==> src/hw/e1m_defs.svh <==
// Purpose: Offsets, field positions, reset values and counts of the mux input
// Assumes: APB with 32-bit data, one aligned word per register
// Notes: Definitions only

`ifndef E1M_DEFS_SVH
`define E1M_DEFS_SVH

// ************************************************
// Register map (byte addresses)
// ************************************************
`define E1M_CFG_BASE 8'h00
`define E1M_STATUS_OFS 8'h20
`define E1M_CTRL_OFS 8'h24
`define E1M_ADDR_W 8

// ************************************************
// Field positions and reset values
// ************************************************
`define E1M_CFG_W 16
`define E1M_CFG_RESET 16'h0000
`define E1M_ST_OVF_BIT 0
`define E1M_ST_SEEN_BIT 1
`define E1M_ST_LEVEL_LSB 8
`define E1M_CTRL_EN_BIT 0
`define E1M_CTRL_RESET 1'b0

// ************************************************
// Sizes and frame counts
// ************************************************
`define E1M_NFRAMERS 8
`define E1M_NBUS 2
`define E1M_FIFO_DEPTH 32
`define E1M_BITCNT_W 10
`define E1M_TS16 5'h10

`endif

==> src/hw/e1m_pkg.sv <==
// Purpose: Types shared by the mux input design
// Assumes: Constants live in e1m_defs.svh
// Notes: Config struct packs the per-framer register word, msb first

package e1m_pkg;

	// ************************************************
	// Per-framer configuration word
	// ************************************************
	typedef struct packed {
		logic sig_src;
		logic common_channel_signaling;
		logic fp_pol;
		logic edge_phase;
		logic rate_dbl;
		logic de;
		logic fe;
		logic bus;
		logic spare;
		logic [6:0] offset;
	} e1m_cfg_t;

	typedef e1m_cfg_t [7:0] e1m_cfg_set_t;

	// ************************************************
	// Captured slot word and ownership result
	// ************************************************
	typedef struct packed {
		logic [2:0] framer;
		logic [4:0] slot;
		logic [7:0] data;
		logic [3:0] sig;
	} e1m_word_t;

	typedef struct packed {
		logic hit;
		logic [2:0] framer;
		logic [4:0] slot;
		logic ts16_sub;
	} e1m_own_t;

endpackage : e1m_pkg

==> src/hw/e1m_txmux.sv <==
// Purpose: Transmit multiplexed bus input, splits two byte-interleaved buses into slot words
// Assumes: Bus pins are asynchronous to pclk and sampled at 200 MHz
// Notes: Edge, polarity and rate settings that must be common are taken as described below
//
// How it works
// - Two shared buses; each framer picks one with its bus choice bit.
// - Each bus interleaves bytes of up to four framers; bytes go to owners.
// - Frame pulse sampled on frame edge, data and signaling on data edge.
// - Differing edge settings put the frame edge one edge before data edge.
// - Clock rate double picks 8.192 MHz or 16.384 MHz bus clock.
// - In double rate, edge phase picks which active edge samples data.
// - In double rate, frame pulse is sampled on the first active edge.
// - Rate double and edge phase are ORed across all eight framers.
// - Frame pulse polarity bit sets the active level of the pulse.
// - Data line runs at 8.192 Mb/s, four interleaved E1 streams.
// - Signaling replaces slot 16 only with COMMON_CHANNEL_SIGNALING off and source select zero.
// - Bit 1 of every slot byte comes first on the bus.
// - A non-zero slot offset delays a framer's frame after the pulse.

`timescale 1ns/1ps
`include "e1m_defs.svh"

module e1m_txmux
	import e1m_pkg::*;
(
	// Clock and reset
	input wire logic pclk,
	input wire logic presetn,
	// APB slave
	input wire logic psel,
	input wire logic penable,
	input wire logic pwrite,
	input wire logic [`E1M_ADDR_W-1:0] paddr,
	input wire logic [31:0] pwdata,
	output logic [31:0] prdata,
	output logic pready,
	output logic pslverr,
	// Multiplexed bus pins
	input wire logic mux_bus_clock,
	input wire logic mux_frame_pulse,
	input wire logic [1:0] mux_tx_data,
	input wire logic [1:0] mux_tx_signaling,
	output logic mux_frame_pulse_out,
	// Slot word stream
	input wire logic slot_ready,
	output logic slot_valid,
	output e1m_word_t slot_word
);

	// ************************************************
	// Declarations
	// ************************************************
	localparam int LW = $clog2(`E1M_FIFO_DEPTH) + 1;
	localparam logic [3:0] NREG = 4'ha;

	e1m_cfg_set_t cfg_q, next_cfg;
	logic enable, next_enable, ovf, next_ovf, seen, next_seen;
	logic [31:0] next_prdata;
	logic next_pready, next_pslverr, setup, wr;
	logic [3:0] rsel;
	logic [LW-1:0] level;
	logic [5:0] pin_s1, pin_s2;
	logic clk_prev, fp_prev, next_fp_prev, fp_pend, next_fp_pend;
	logic start_pend, next_start_pend, phase, next_phase, phase_n;
	logic rise, fall, fe_edge, de_edge, fp_level, fp_hit, fp_now, take, start;
	logic rate_dbl_eff, edge_phase_eff, next_fp_out;
	logic [`E1M_BITCNT_W-1:0] bit_cnt, next_bit_cnt, cur;
	logic byte_done, next_byte_done;
	logic [6:0] byte_idx, next_byte_idx;
	logic [7:0] data_sh [`E1M_NBUS];
	logic [7:0] sig_sh [`E1M_NBUS];
	e1m_own_t own [`E1M_NBUS];
	e1m_word_t wnew [`E1M_NBUS];
	e1m_word_t pw [`E1M_NBUS];
	e1m_word_t next_pw [`E1M_NBUS];
	logic [1:0] pend, next_pend;
	logic ovf_set, fifo_in_valid, fifo_in_ready;
	e1m_word_t fifo_in_data;

	// Register index from a byte address, NREG when unmapped
	function automatic logic [3:0] reg_sel(input logic [`E1M_ADDR_W-1:0] a);
		reg_sel = NREG;
		if (a[1:0] == 2'h0) begin
			if (a < `E1M_STATUS_OFS) begin
				reg_sel = a[5:2];
			end else if (a == `E1M_STATUS_OFS) begin
				reg_sel = 4'h8;
			end else if (a == `E1M_CTRL_OFS) begin
				reg_sel = 4'h9;
			end
		end
	endfunction : reg_sel

	// Owner of an interleaved byte; lowest framer wins a clash
	function automatic e1m_own_t find_owner(input e1m_cfg_set_t c, input logic bus,
		input logic [6:0] idx);
		logic [6:0] diff;
		find_owner = '0;
		diff = '0;
		for (int n = `E1M_NFRAMERS - 1; n >= 0; n--) begin
			diff = idx - c[n].offset;
			if (c[n].bus == bus && diff[1:0] == 2'h0) begin
				find_owner.hit = 1'b1;
				find_owner.framer = 3'(n);
				find_owner.slot = diff[6:2];
				find_owner.ts16_sub = (diff[6:2] == `E1M_TS16) & ~c[n].common_channel_signaling & ~c[n].sig_src;
			end
		end
	endfunction : find_owner

	// ************************************************
	// APB registers
	// ************************************************
	always_comb begin
		setup = psel & ~penable;
		wr = psel & penable & pready & pwrite;
		rsel = reg_sel(paddr);
		next_pready = setup;
		next_prdata = prdata;
		next_pslverr = pslverr;
		next_cfg = cfg_q;
		next_enable = enable;
		next_ovf = ovf;
		if (setup) begin
			next_pslverr = (rsel == NREG);
			next_prdata = '0;
			if (rsel < 4'h8) begin
				next_prdata[`E1M_CFG_W-1:0] = cfg_q[rsel[2:0]];
			end else if (rsel == 4'h8) begin
				next_prdata[`E1M_ST_OVF_BIT] = ovf;
				next_prdata[`E1M_ST_SEEN_BIT] = seen;
				next_prdata[`E1M_ST_LEVEL_LSB +: LW] = level;
			end else if (rsel == 4'h9) begin
				next_prdata[`E1M_CTRL_EN_BIT] = enable;
			end
		end
		if (wr && rsel < 4'h8) begin
			next_cfg[rsel[2:0]] = pwdata[`E1M_CFG_W-1:0];
		end
		if (wr && rsel == 4'h9) begin
			next_enable = pwdata[`E1M_CTRL_EN_BIT];
		end
		if (wr && rsel == 4'h8 && pwdata[`E1M_ST_OVF_BIT]) begin
			next_ovf = 1'b0;
		end
		// A new overflow beats a clear in the same cycle
		if (ovf_set) begin
			next_ovf = 1'b1;
		end
	end

	always_ff @(posedge pclk or negedge presetn) begin
		if (!presetn) begin
			pready <= 1'b0;
			prdata <= '0;
			pslverr <= 1'b0;
			cfg_q <= '0;
			enable <= `E1M_CTRL_RESET;
			ovf <= 1'b0;
		end else begin
			pready <= next_pready;
			prdata <= next_prdata;
			pslverr <= next_pslverr;
			cfg_q <= next_cfg;
			enable <= next_enable;
			ovf <= next_ovf;
		end
	end

	// ************************************************
	// Pin capture and bit timing
	// ************************************************
	always_comb begin
		rate_dbl_eff = 1'b0;
		edge_phase_eff = 1'b0;
		for (int n = 0; n < `E1M_NFRAMERS; n++) begin
			rate_dbl_eff = rate_dbl_eff | cfg_q[n].rate_dbl;
			edge_phase_eff = edge_phase_eff | cfg_q[n].edge_phase;
		end
		rise = pin_s2[5] & ~clk_prev;
		fall = ~pin_s2[5] & clk_prev;
		// edge choice; framer 0 holds the shared settings
		fe_edge = cfg_q[0].fe ? fall : rise;
		de_edge = cfg_q[0].de ? fall : rise;
		fp_level = pin_s2[4] ^ cfg_q[0].fp_pol;
		// first active edge of the pulse only
		fp_hit = fe_edge & fp_level & ~fp_prev;
		next_fp_prev = fe_edge ? fp_level : fp_prev;
		fp_now = fp_pend | fp_hit;
		// double rate picks one of two edges per bit
		phase_n = fp_now ? 1'b0 : ~phase;
		take = de_edge & (~rate_dbl_eff | (phase_n == edge_phase_eff));
		start = start_pend | fp_now;
		next_phase = (de_edge & rate_dbl_eff) ? phase_n : phase;
		next_fp_pend = fp_pend;
		if (fp_hit & ~de_edge) begin
			next_fp_pend = 1'b1;
		end else if (de_edge) begin
			next_fp_pend = 1'b0;
		end
		next_start_pend = start_pend;
		if (de_edge & fp_now) begin
			next_start_pend = 1'b1;
		end
		if (take) begin
			next_start_pend = 1'b0;
		end
		// frame of 1024 bits restarts at the pulse
		cur = (take & start) ? '0 : bit_cnt;
		next_bit_cnt = take ? cur + 1'b1 : bit_cnt;
		next_byte_done = take & seen & (cur[2:0] == 3'h7);
		next_byte_idx = take ? cur[9:3] : byte_idx;
		next_fp_out = take & start;
		next_seen = seen | (take & start);
	end

	always_ff @(posedge pclk or negedge presetn) begin
		if (!presetn) begin
			pin_s1 <= '0;
			pin_s2 <= '0;
			clk_prev <= 1'b0;
			fp_prev <= 1'b0;
			fp_pend <= 1'b0;
			start_pend <= 1'b0;
			phase <= 1'b0;
			bit_cnt <= '0;
			byte_done <= 1'b0;
			byte_idx <= '0;
			mux_frame_pulse_out <= 1'b0;
			seen <= 1'b0;
		end else begin
			pin_s1 <= {mux_bus_clock, mux_frame_pulse, mux_tx_data, mux_tx_signaling};
			pin_s2 <= pin_s1;
			clk_prev <= pin_s2[5];
			fp_prev <= next_fp_prev;
			fp_pend <= next_fp_pend;
			start_pend <= next_start_pend;
			phase <= next_phase;
			bit_cnt <= next_bit_cnt;
			byte_done <= next_byte_done;
			byte_idx <= next_byte_idx;
			mux_frame_pulse_out <= next_fp_out;
			seen <= next_seen;
		end
	end

	// ************************************************
	// Per-bus byte assembly and ownership
	// ************************************************
	for (genvar g = 0; g < `E1M_NBUS; g++) begin : g_bus
		logic [7:0] next_dsh, next_ssh;
		always_comb begin
			// bit 1 first, lands in the msb
			next_dsh = take ? {data_sh[g][6:0], pin_s2[2+g]} : data_sh[g];
			next_ssh = take ? {sig_sh[g][6:0], pin_s2[g]} : sig_sh[g];
			// owner by bus choice and offset
			own[g] = find_owner(cfg_q, 1'(g), byte_idx);
			wnew[g].framer = own[g].framer;
			wnew[g].slot = own[g].slot;
			wnew[g].data = own[g].ts16_sub ? sig_sh[g] : data_sh[g];
			wnew[g].sig = sig_sh[g][3:0];
		end
		always_ff @(posedge pclk or negedge presetn) begin
			if (!presetn) begin
				data_sh[g] <= '0;
				sig_sh[g] <= '0;
			end else begin
				data_sh[g] <= next_dsh;
				sig_sh[g] <= next_ssh;
			end
		end
	end

	// ************************************************
	// Hand-off to the FIFO
	// ************************************************
	// Bus 0 goes first; a word still waiting at the next byte is an overflow
	always_comb begin
		fifo_in_valid = |pend;
		fifo_in_data = pend[0] ? pw[0] : pw[1];
		next_pend = pend;
		next_pw = pw;
		ovf_set = 1'b0;
		if (fifo_in_valid & fifo_in_ready) begin
			if (pend[0]) begin
				next_pend[0] = 1'b0;
			end else begin
				next_pend[1] = 1'b0;
			end
		end
		if (byte_done & enable) begin
			ovf_set = |next_pend;
			next_pend = {own[1].hit, own[0].hit};
			next_pw = wnew;
		end
	end

	always_ff @(posedge pclk or negedge presetn) begin
		if (!presetn) begin
			pend <= '0;
			pw <= '{default: '0};
		end else begin
			pend <= next_pend;
			pw <= next_pw;
		end
	end

	e1m_fifo #(
		.WIDTH($bits(e1m_word_t)),
		.DEPTH(`E1M_FIFO_DEPTH)
	) u_fifo (
		.pclk(pclk),
		.presetn(presetn),
		.in_valid(fifo_in_valid),
		.in_ready(fifo_in_ready),
		.in_data(fifo_in_data),
		.out_ready(slot_ready),
		.out_valid(slot_valid),
		.out_data(slot_word),
		.level(level)
	);
endmodule : e1m_txmux

==> src/hw/e1m_fifo.sv <==
// Purpose: Slot word FIFO with a registered output stage
// Assumes: Single clock, drain side may stall at will
// Notes: level counts stored words plus the output stage

`timescale 1ns/1ps

module e1m_fifo #(
	parameter int WIDTH = 20,
	parameter int DEPTH = 32
) (
	// Clock and reset
	input wire logic pclk,
	input wire logic presetn,
	// Fill side
	input wire logic in_valid,
	output logic in_ready,
	input wire logic [WIDTH-1:0] in_data,
	// Drain side
	input wire logic out_ready,
	output logic out_valid,
	output logic [WIDTH-1:0] out_data,
	// Fill level
	output logic [$clog2(DEPTH):0] level
);
	localparam int AW = $clog2(DEPTH);

	logic [WIDTH-1:0] mem [DEPTH];
	logic [AW-1:0] wr_ptr, rd_ptr, next_wr_ptr, next_rd_ptr;
	logic [AW:0] cnt, next_cnt;
	logic next_out_valid;
	logic [WIDTH-1:0] next_out_data;
	logic push, pop;

	// ************************************************
	// Pointer and count update
	// ************************************************
	always_comb begin
		in_ready = (cnt != (AW+1)'(DEPTH));
		push = in_valid & in_ready;
		pop = (cnt != '0) & (~out_valid | out_ready);
		next_wr_ptr = push ? wr_ptr + 1'b1 : wr_ptr;
		next_rd_ptr = pop ? rd_ptr + 1'b1 : rd_ptr;
		next_cnt = cnt;
		if (push & ~pop) begin
			next_cnt = cnt + 1'b1;
		end else if (pop & ~push) begin
			next_cnt = cnt - 1'b1;
		end
		next_out_valid = out_valid;
		next_out_data = out_data;
		if (pop) begin
			next_out_valid = 1'b1;
			next_out_data = mem[rd_ptr];
		end else if (out_ready) begin
			next_out_valid = 1'b0;
		end
		level = cnt + {{AW{1'b0}}, out_valid};
	end

	always_ff @(posedge pclk or negedge presetn) begin
		if (!presetn) begin
			wr_ptr <= '0;
			rd_ptr <= '0;
			cnt <= '0;
			out_valid <= 1'b0;
			out_data <= '0;
		end else begin
			wr_ptr <= next_wr_ptr;
			rd_ptr <= next_rd_ptr;
			cnt <= next_cnt;
			out_valid <= next_out_valid;
			out_data <= next_out_data;
		end
	end

	// Storage has no reset: contents are only read after a push
	always_ff @(posedge pclk) begin
		if (push) begin
			mem[wr_ptr] <= in_data;
		end
	end

endmodule : e1m_fifo

==> config.mk <==
export PLATFORM = sky130hd
export DESIGN_NAME = e1m_txmux
export DESIGN_NICKNAME = d
export VERILOG_FILES = /design/src/hw/e1m_pkg.sv /design/src/hw/e1m_txmux.sv /design/src/hw/e1m_fifo.sv
export VERILOG_INCLUDE_DIRS = /design/src /design/src/hw
export SDC_FILE = /design/constraint.sdc
export NUM_CORES = 1
export LEC_CHECK = 0
export BUFFER_PORTS_ARGS = -buffer_cell sky130_fd_sc_hd__clkbuf_2
export CORE_MARGIN = 3
export CORE_UTILIZATION = 30
export CTS_CLUSTER_DIAMETER = 40
export DETAILED_ROUTE_END_ITERATION = 7
export PLACE_DENSITY = 0.47
export SYNTH_ARGS = -nofsm -noshare
export SYNTH_HDL_FRONTEND = slang
export SYNTH_HIERARCHICAL = 1
export SYNTH_SLANG_ARGS = --single-unit
==> constraint.sdc <==
create_clock -name pclk -period 8.8 [get_ports pclk]
set_clock_uncertainty 0.1 [all_clocks]
set_input_delay 0.44 -clock pclk [delete_from_list [all_inputs] [get_ports pclk]]
set_output_delay 0.44 -clock pclk [all_outputs]
set_load 0.005 [all_outputs]
== Word level (Yosys, flattened, before mapping) ==
Memory sizes are Yosys's and may differ from the RTL's. A register that Yosys moved wholly into a read port is not among the register bits.
Cells that the tools add are included.

* $add $sub $neg: 14
* Order comparisons: 4
* Equal/unequal tests: 16
* Mux-type cells: 56
* Bitwise logic cells: 90
* Reduce and logical (&&, ||, !) cells: 39

{| class="wikitable"
|+ Operator list
! operator !! count
|-
| $mux 10 || 17
|-
| $bwmux 128 || 1
|-
| $sub 7x7->7 || 8
|-
| $bmux 16 s3 || 1
|-
| $demux 16 s3 || 1
|-
| $eq 5x5->1 const B || 8
|-
| $and 1x1->1 || 36
|-
| $not 1->1 || 34
|-
| $mux 16 || 2
|-
| $mux 6 || 5
|-
| $logic_and 1x1->1 || 21
|-
| $mux 20 || 1
|-
| $or 1x1->1 || 19
|-
| $logic_not 2->1 || 9
|-
| $mux 1 || 18
|-
| $eq 8x6->1 const B || 2
|-
| $mux 8 || 2
|-
| $eq 4x4->1 const B || 3
|-
| $mux 4 || 3
|-
| $add 10x1->10 const B || 1
|-
| $add 5x1->5 const B || 2
|-
| $mux 2 || 5
|-
| $reduce_bool 2->1 || 5
|-
| $lt 8x6->1 const B || 1
|-
| 13 further kinds || 14
|}

* Register bits: 276
* RAM bits: 640
* Output and inout port bits: 56
* Logic and storage cells: 334
* Memories kept: 1

{| class="wikitable"
|+ Memories
! memory !! words !! width !! rd ports !! clocked after Yosys merged registers in !! wr ports !! line !! RTL
|-
| u_fifo.mem || 32 || 20 || 1 || 1 || 1 || e1m_fifo.sv:27 || <nowiki>logic [WIDTH-1:0] mem [DEPTH];</nowiki>
|}

== Longest topological paths before layout ==
* Depth after elaboration: 14
* Depth in mapped cells: 14
* Depth with buffers taken out: 13

== Hierarchy ==
The synthesis kept the hierarchy.

{| class="wikitable"
|+ Modules (own cells, without submodules)
! module !! times used !! cells an instance !! area each (sq um)
|-
| e1m_fifo || 1 || 1,269 || 26,344.0
|-
| e1m_txmux || 1 || 1,458 || 14,785.4
|}

== Worst setup path before layout ==
Ideal clock, no wire load.

* Path type: register -> register
* From: reg u_fifo.cnt[0]
* To: reg u_fifo.cnt[5]
* Setup time: 0.080 ns
* Arrival: 3.135 ns
* Setup slack: 5.485 ns
* Cell stages (with the launch flop): 15
* Clock period less this slack: 3.315 ns
* Path through: dfrtp_1 -> or4_1 -> nor3_2 -> nor2b_1 -> inv_2 -> buf_4 -> buf_4 -> ha_1 -> inv_1 -> ha_1 -> a21o_1 -> a21oi_1 -> or4_1 -> nand3_1 -> xnor2_1

* Longest elaborated chain between the ends: 5
* Elaborated cells on any way between the ends: 13
* Those cells by class: 2 x add/sub; 1 x eq/ne; 2 x mux; 6 x bitwise; 2 x reduce/logical

{| class="wikitable"
|+ Ends and longest elaborated chain
! item !! line !! RTL
|-
| start, declared || e1m_fifo.sv:29 || <nowiki>logic [AW:0] cnt, next_cnt;</nowiki>
|-
| start signal, assigned || e1m_fifo.sv:70 || <nowiki>cnt <= next_cnt;</nowiki>
|-
| parallel branches: the longest is 5 deep, another holds $sub 6x1->6 || n/a ||
|}

Parallel ways; which one is timed is not known. The select of a mux whose other input is x is not followed.
A chain may end at the register's enable or synchronous reset.

== Final worst setup path ==
* From: reg byte_idx[1]
* To: reg pw[10] in the netlist's numbering

* Longest elaborated chain between the ends: 13
* Elaborated cells on any way between the ends: 57
* Those cells by class: 8 x add/sub; 8 x eq/ne; 9 x mux; 16 x bitwise; 16 x reduce/logical

{| class="wikitable"
|+ Ends and longest elaborated chain
! item !! line !! RTL
|-
| start, declared || e1m_txmux.sv:69 || <nowiki>logic [6:0] byte_idx, next_byte_idx;</nowiki>
|-
| start signal, assigned || e1m_txmux.sv:241 || <nowiki>byte_idx <= next_byte_idx;</nowiki>
|-
| $sub 7x7->7 || e1m_txmux.sv:101 || <nowiki>diff = idx - c[n].offset;</nowiki>
|-
| $eq 5x5->1 (no line) || n/a ||
|-
| $and 1x1->1 (2 in a row) || e1m_txmux.sv:106 || <nowiki>find_owner.ts16_sub = (diff[6:2] == `E1M_TS16) & ~c[n].common_channel_signaling & ~c[n].sig_src;</nowiki>
|-
| $mux 10 (7 in a row) || e1m_txmux.sv:102 || <nowiki>if (c[n].bus == bus && diff[1:0] == 2'h0) begin</nowiki>
|-
| $mux 10 (*) || e1m_txmux.sv:102 ||
|-
| $mux 8 (*) || e1m_txmux.sv:260 || <nowiki>wnew[g].data = own[g].ts16_sub ? sig_sh[g] : data_sh[g];</nowiki>
|-
| end signal, assigned || e1m_txmux.sv:304 || <nowiki>pw <= next_pw;</nowiki>
|-
| end, declared || e1m_txmux.sv:74 || <nowiki>e1m_word_t pw [`E1M_NBUS];</nowiki>
|}

Mark *: on every way between the ends. The rest lies on a longest branch, timed or not.

==> flow_summary.json <==
{
  "maxSlewHeadroom_pct": 11.3,
  "wl_per_cell_um": 23.8,
  "power_density_nw_per_um2": 267,
  "period_minus_slack_ps": 4000,
  "ctsHoldBuffers": 17,
  "clkSinkCount": 936,
  "core_um2": 136000,
  "drive_above_1_share_pct": 26.9,
  "design_area_um2": 48900,
  "synthTopCellsByArea": "edfxtp_1, dfrtp_1, mux4_2",
  "p_leak_nw": 19.7,
  "rsz0062_at_grt": "no",
  "cts_tree": "built",
  "nFillCells": 12900,
  "worst-path-max-fanout": 9,
  "track_usage_pct": 16.3,
  "synth_top_area_share_pct": 46.7,
  "finalWeightedCongestion": 0.869,
  "grt.overflow.total": 0,
  "syn_avg_cell_area_um2": 15.1,
  "tightest_slew_ps": 1330,
  "path_class": "reg -> reg",
  "synthArstFlopShare_pct": 31.6,
  "arrival_ps": 4490,
  "antenna_found_initial": 0,
  "cp.required_ps": 9290,
  "drt-initial-drc-count": 1963,
  "finalNetCount": 3003,
  "seq_area_frac_synth_pct": 64.7,
  "synth-compound-area-share_pct": 7.73,
  "synthAdderAreaFrac_pct": 1.93,
  "synth_edf_count": 640,
  "min_period_over_period_pct": 45.5,
  "post-place-cells": 4504,
  "yosysTopAreaCell": "edfxtp_1",
  "slew_viol_final": 0,
  "pin_count": 108,
  "irDropWorstVdd_mv": 0.259,
  "hp-class": "in -> reg",
  "cts_max_level": 4,
  "maxCapViolCount": 0,
  "synth_top_family_by_area": "multiplexers",
  "synth_seq_cells": 936,
  "wl_mm": 114,
  "synth.distinct_cells": 103,
  "synth_cells": 2727,
  "worst_slack_ps": 4800,
  "place_ws_ps": 4340,
  "syn-cell-area_um2": 41100,
  "die_h_um": 376,
  "clk_pin_slew_worst_paths_ps": 50,
  "setup_viol": 0,
  "grt_pass1_vias": 25600,
  "clk_latency_ps": 760,
  "layout.cells.non_filler": 4793,
  "viasPerCell": 5.10,
  "syn2layout_area_growth_pct": 18.9,
  "die_x_um": 376,
  "end_kind": "flip-flop",
  "grt_pass1_wl_mm": 171,
  "numCtsBuffers": 146,
  "synth_xor_area_share_pct": 1.23,
  "cts_resized": 0,
  "synthFlopType": "edfxtp_1",
  "tns_ps": 0,
  "start_kind": "flip-flop",
  "synthTopCellsByCount": "edfxtp_1, dfrtp_1, nand2_1, mux2_2, mux4_2",
  "drc": 0,
  "r2r_setup_slack_ps": 4800,
  "firstDrtPassIters": 5,
  "row_count": 135,
  "total_power_mw": 13.0,
  "clock_path_buffers": 3,
  "post-synth-top-count-cell": "edfxtp_1",
  "yosysWarningCount": 6,
  "cts_root_buf": "clkbuf_16",
  "grt_max_degree": 165,
  "finalCoreUtilization_pct": 36.0,
  "antenna_left": 0,
  "start_util_pct": 30.3,
  "status": "finished clean",
  "dpl_cell_area_um2": 43600,
  "hold_slack_ps": 105,
  "post_cts_buffers": 0,
  "num_vias": 24400,
  "die_area_um2": 142000,
  "finalHoldViolCount": 0,
  "io_buffers": 75,
  "yosys.area_share.simple_pct": 6.77,
  "synthMuxAreaShare_pct": 15.0,
  "dp_hpwl_mm": 70.7,
  "fmax_mhz": 250
}
## report_power, final
group	internal, mW	switching, mW	total (mW)
Combinational	0.801	1.31	2.11
Sequential	4.83	0.205	5.03
Clock	3.73	2.17	5.90
Total	9.36	3.68	13.0
## metal layers
layer  up-vias  GRT usage (%)  part of all wire (%)
li1      10900              -                     -
met1     12700           21.9                    45
met2       618           26.6                    48
met3       194           3.19                   4.7
met4         0           5.15                   2.8
met5         -              0                     0
## final timing paths
kind                             start            end  depth (start not counted)
setup reg to reg           byte_idx[1]         pw[10]                         10
max in group asynchronous      presetn  u_fifo/cnt[1]                          3
setup / recovery           byte_idx[1]         pw[10]                         10
hold / removal              pwdata[14]      cfg_q[94]                          2
hold reg to reg              pin_s1[3]      pin_s2[3]                          0
min in group asynchronous      presetn      pin_s1[2]                          2
## final cells by class
type / count / area, um2 / share of cell area [%]
Inverter: 70 / 263 / 0.537
Clock buffer: 183 / 3950 / 8.07
Tap cell: 1781 / 2230 / 4.56
Sequential cell: 936 / 26600 / 54.5
Timing Repair Buffer: 149 / 1020 / 2.09
Clock inverter: 87 / 1180 / 2.42
Multi-Input combinational cell: 1585 / 13600 / 27.8
Antenna cell: 2 / 5.00 / 0.0102
## critical path: stages (launching register included)
cell      delay [ps]
dfrtp_1          730
ha_1             390
and2b_1          230
o31a_1           320
o2111a_1         370
a221oi_2         420
a21oi_1          140
a311oi_1         560
o22ai_4          250
mux2i_1          230
a21oi_1           90
## cell usage in the layout (no fill, tap or decap), types with 14 or more instances in the layout
cell type,synthesis,layout
nand2b_1,20,20
o21ai_0,87,87
clkinv_2,0,17
a211oi_1,19,19
o22ai_1,20,20
dfrtp_1,296,293
buf_4,22,54
nand2_1,221,221
a22oi_1,30,30
nor3_1,25,25
dlygate4sd3_1,0,17
o221ai_1,20,20
clkinv_1,2,16
a21oi_1,83,83
a32oi_1,14,14
mux2_2,217,217
xor2_1,19,19
o211ai_1,25,25
xnor2_1,37,37
inv_1,67,67
conb_1,1,16
and3_1,16,16
mux2i_1,52,52
mux4_2,143,143
bufinv_16,0,17
nor2_1,137,104
nand3_1,68,68
clkbuf_16,0,149
clkbuf_2,1,74
clkbuf_1,71,25
ha_1,62,62
edfxtp_1,640,640
nor2_2,1,34
## state kept, by name, indices dropped and copies added (netlist names), 2 cells and up
name             flops
sig_sh              16
u_fifo/cnt           6
pin_s2               6
cfg_q              128
pin_s1               6
pend                 2
u_fifo/wr_ptr        5
data_sh             16
u_fifo/out_data     20
pw                  40
bit_cnt             10
prdata              16
u_fifo/mem         640
u_fifo/rd_ptr        5
byte_idx             7
## cell families after synthesis
group	count (synthesis)
multiplexers	412
AND/OR/NAND/NOR	592
buffers and inverters	221
adder cells (fa/ha/maj)	63
XOR/XNOR	57
flip-flops	936
other	1
AO/OA/AOI/OAI	445
Power figures use the tool's default switching activity.
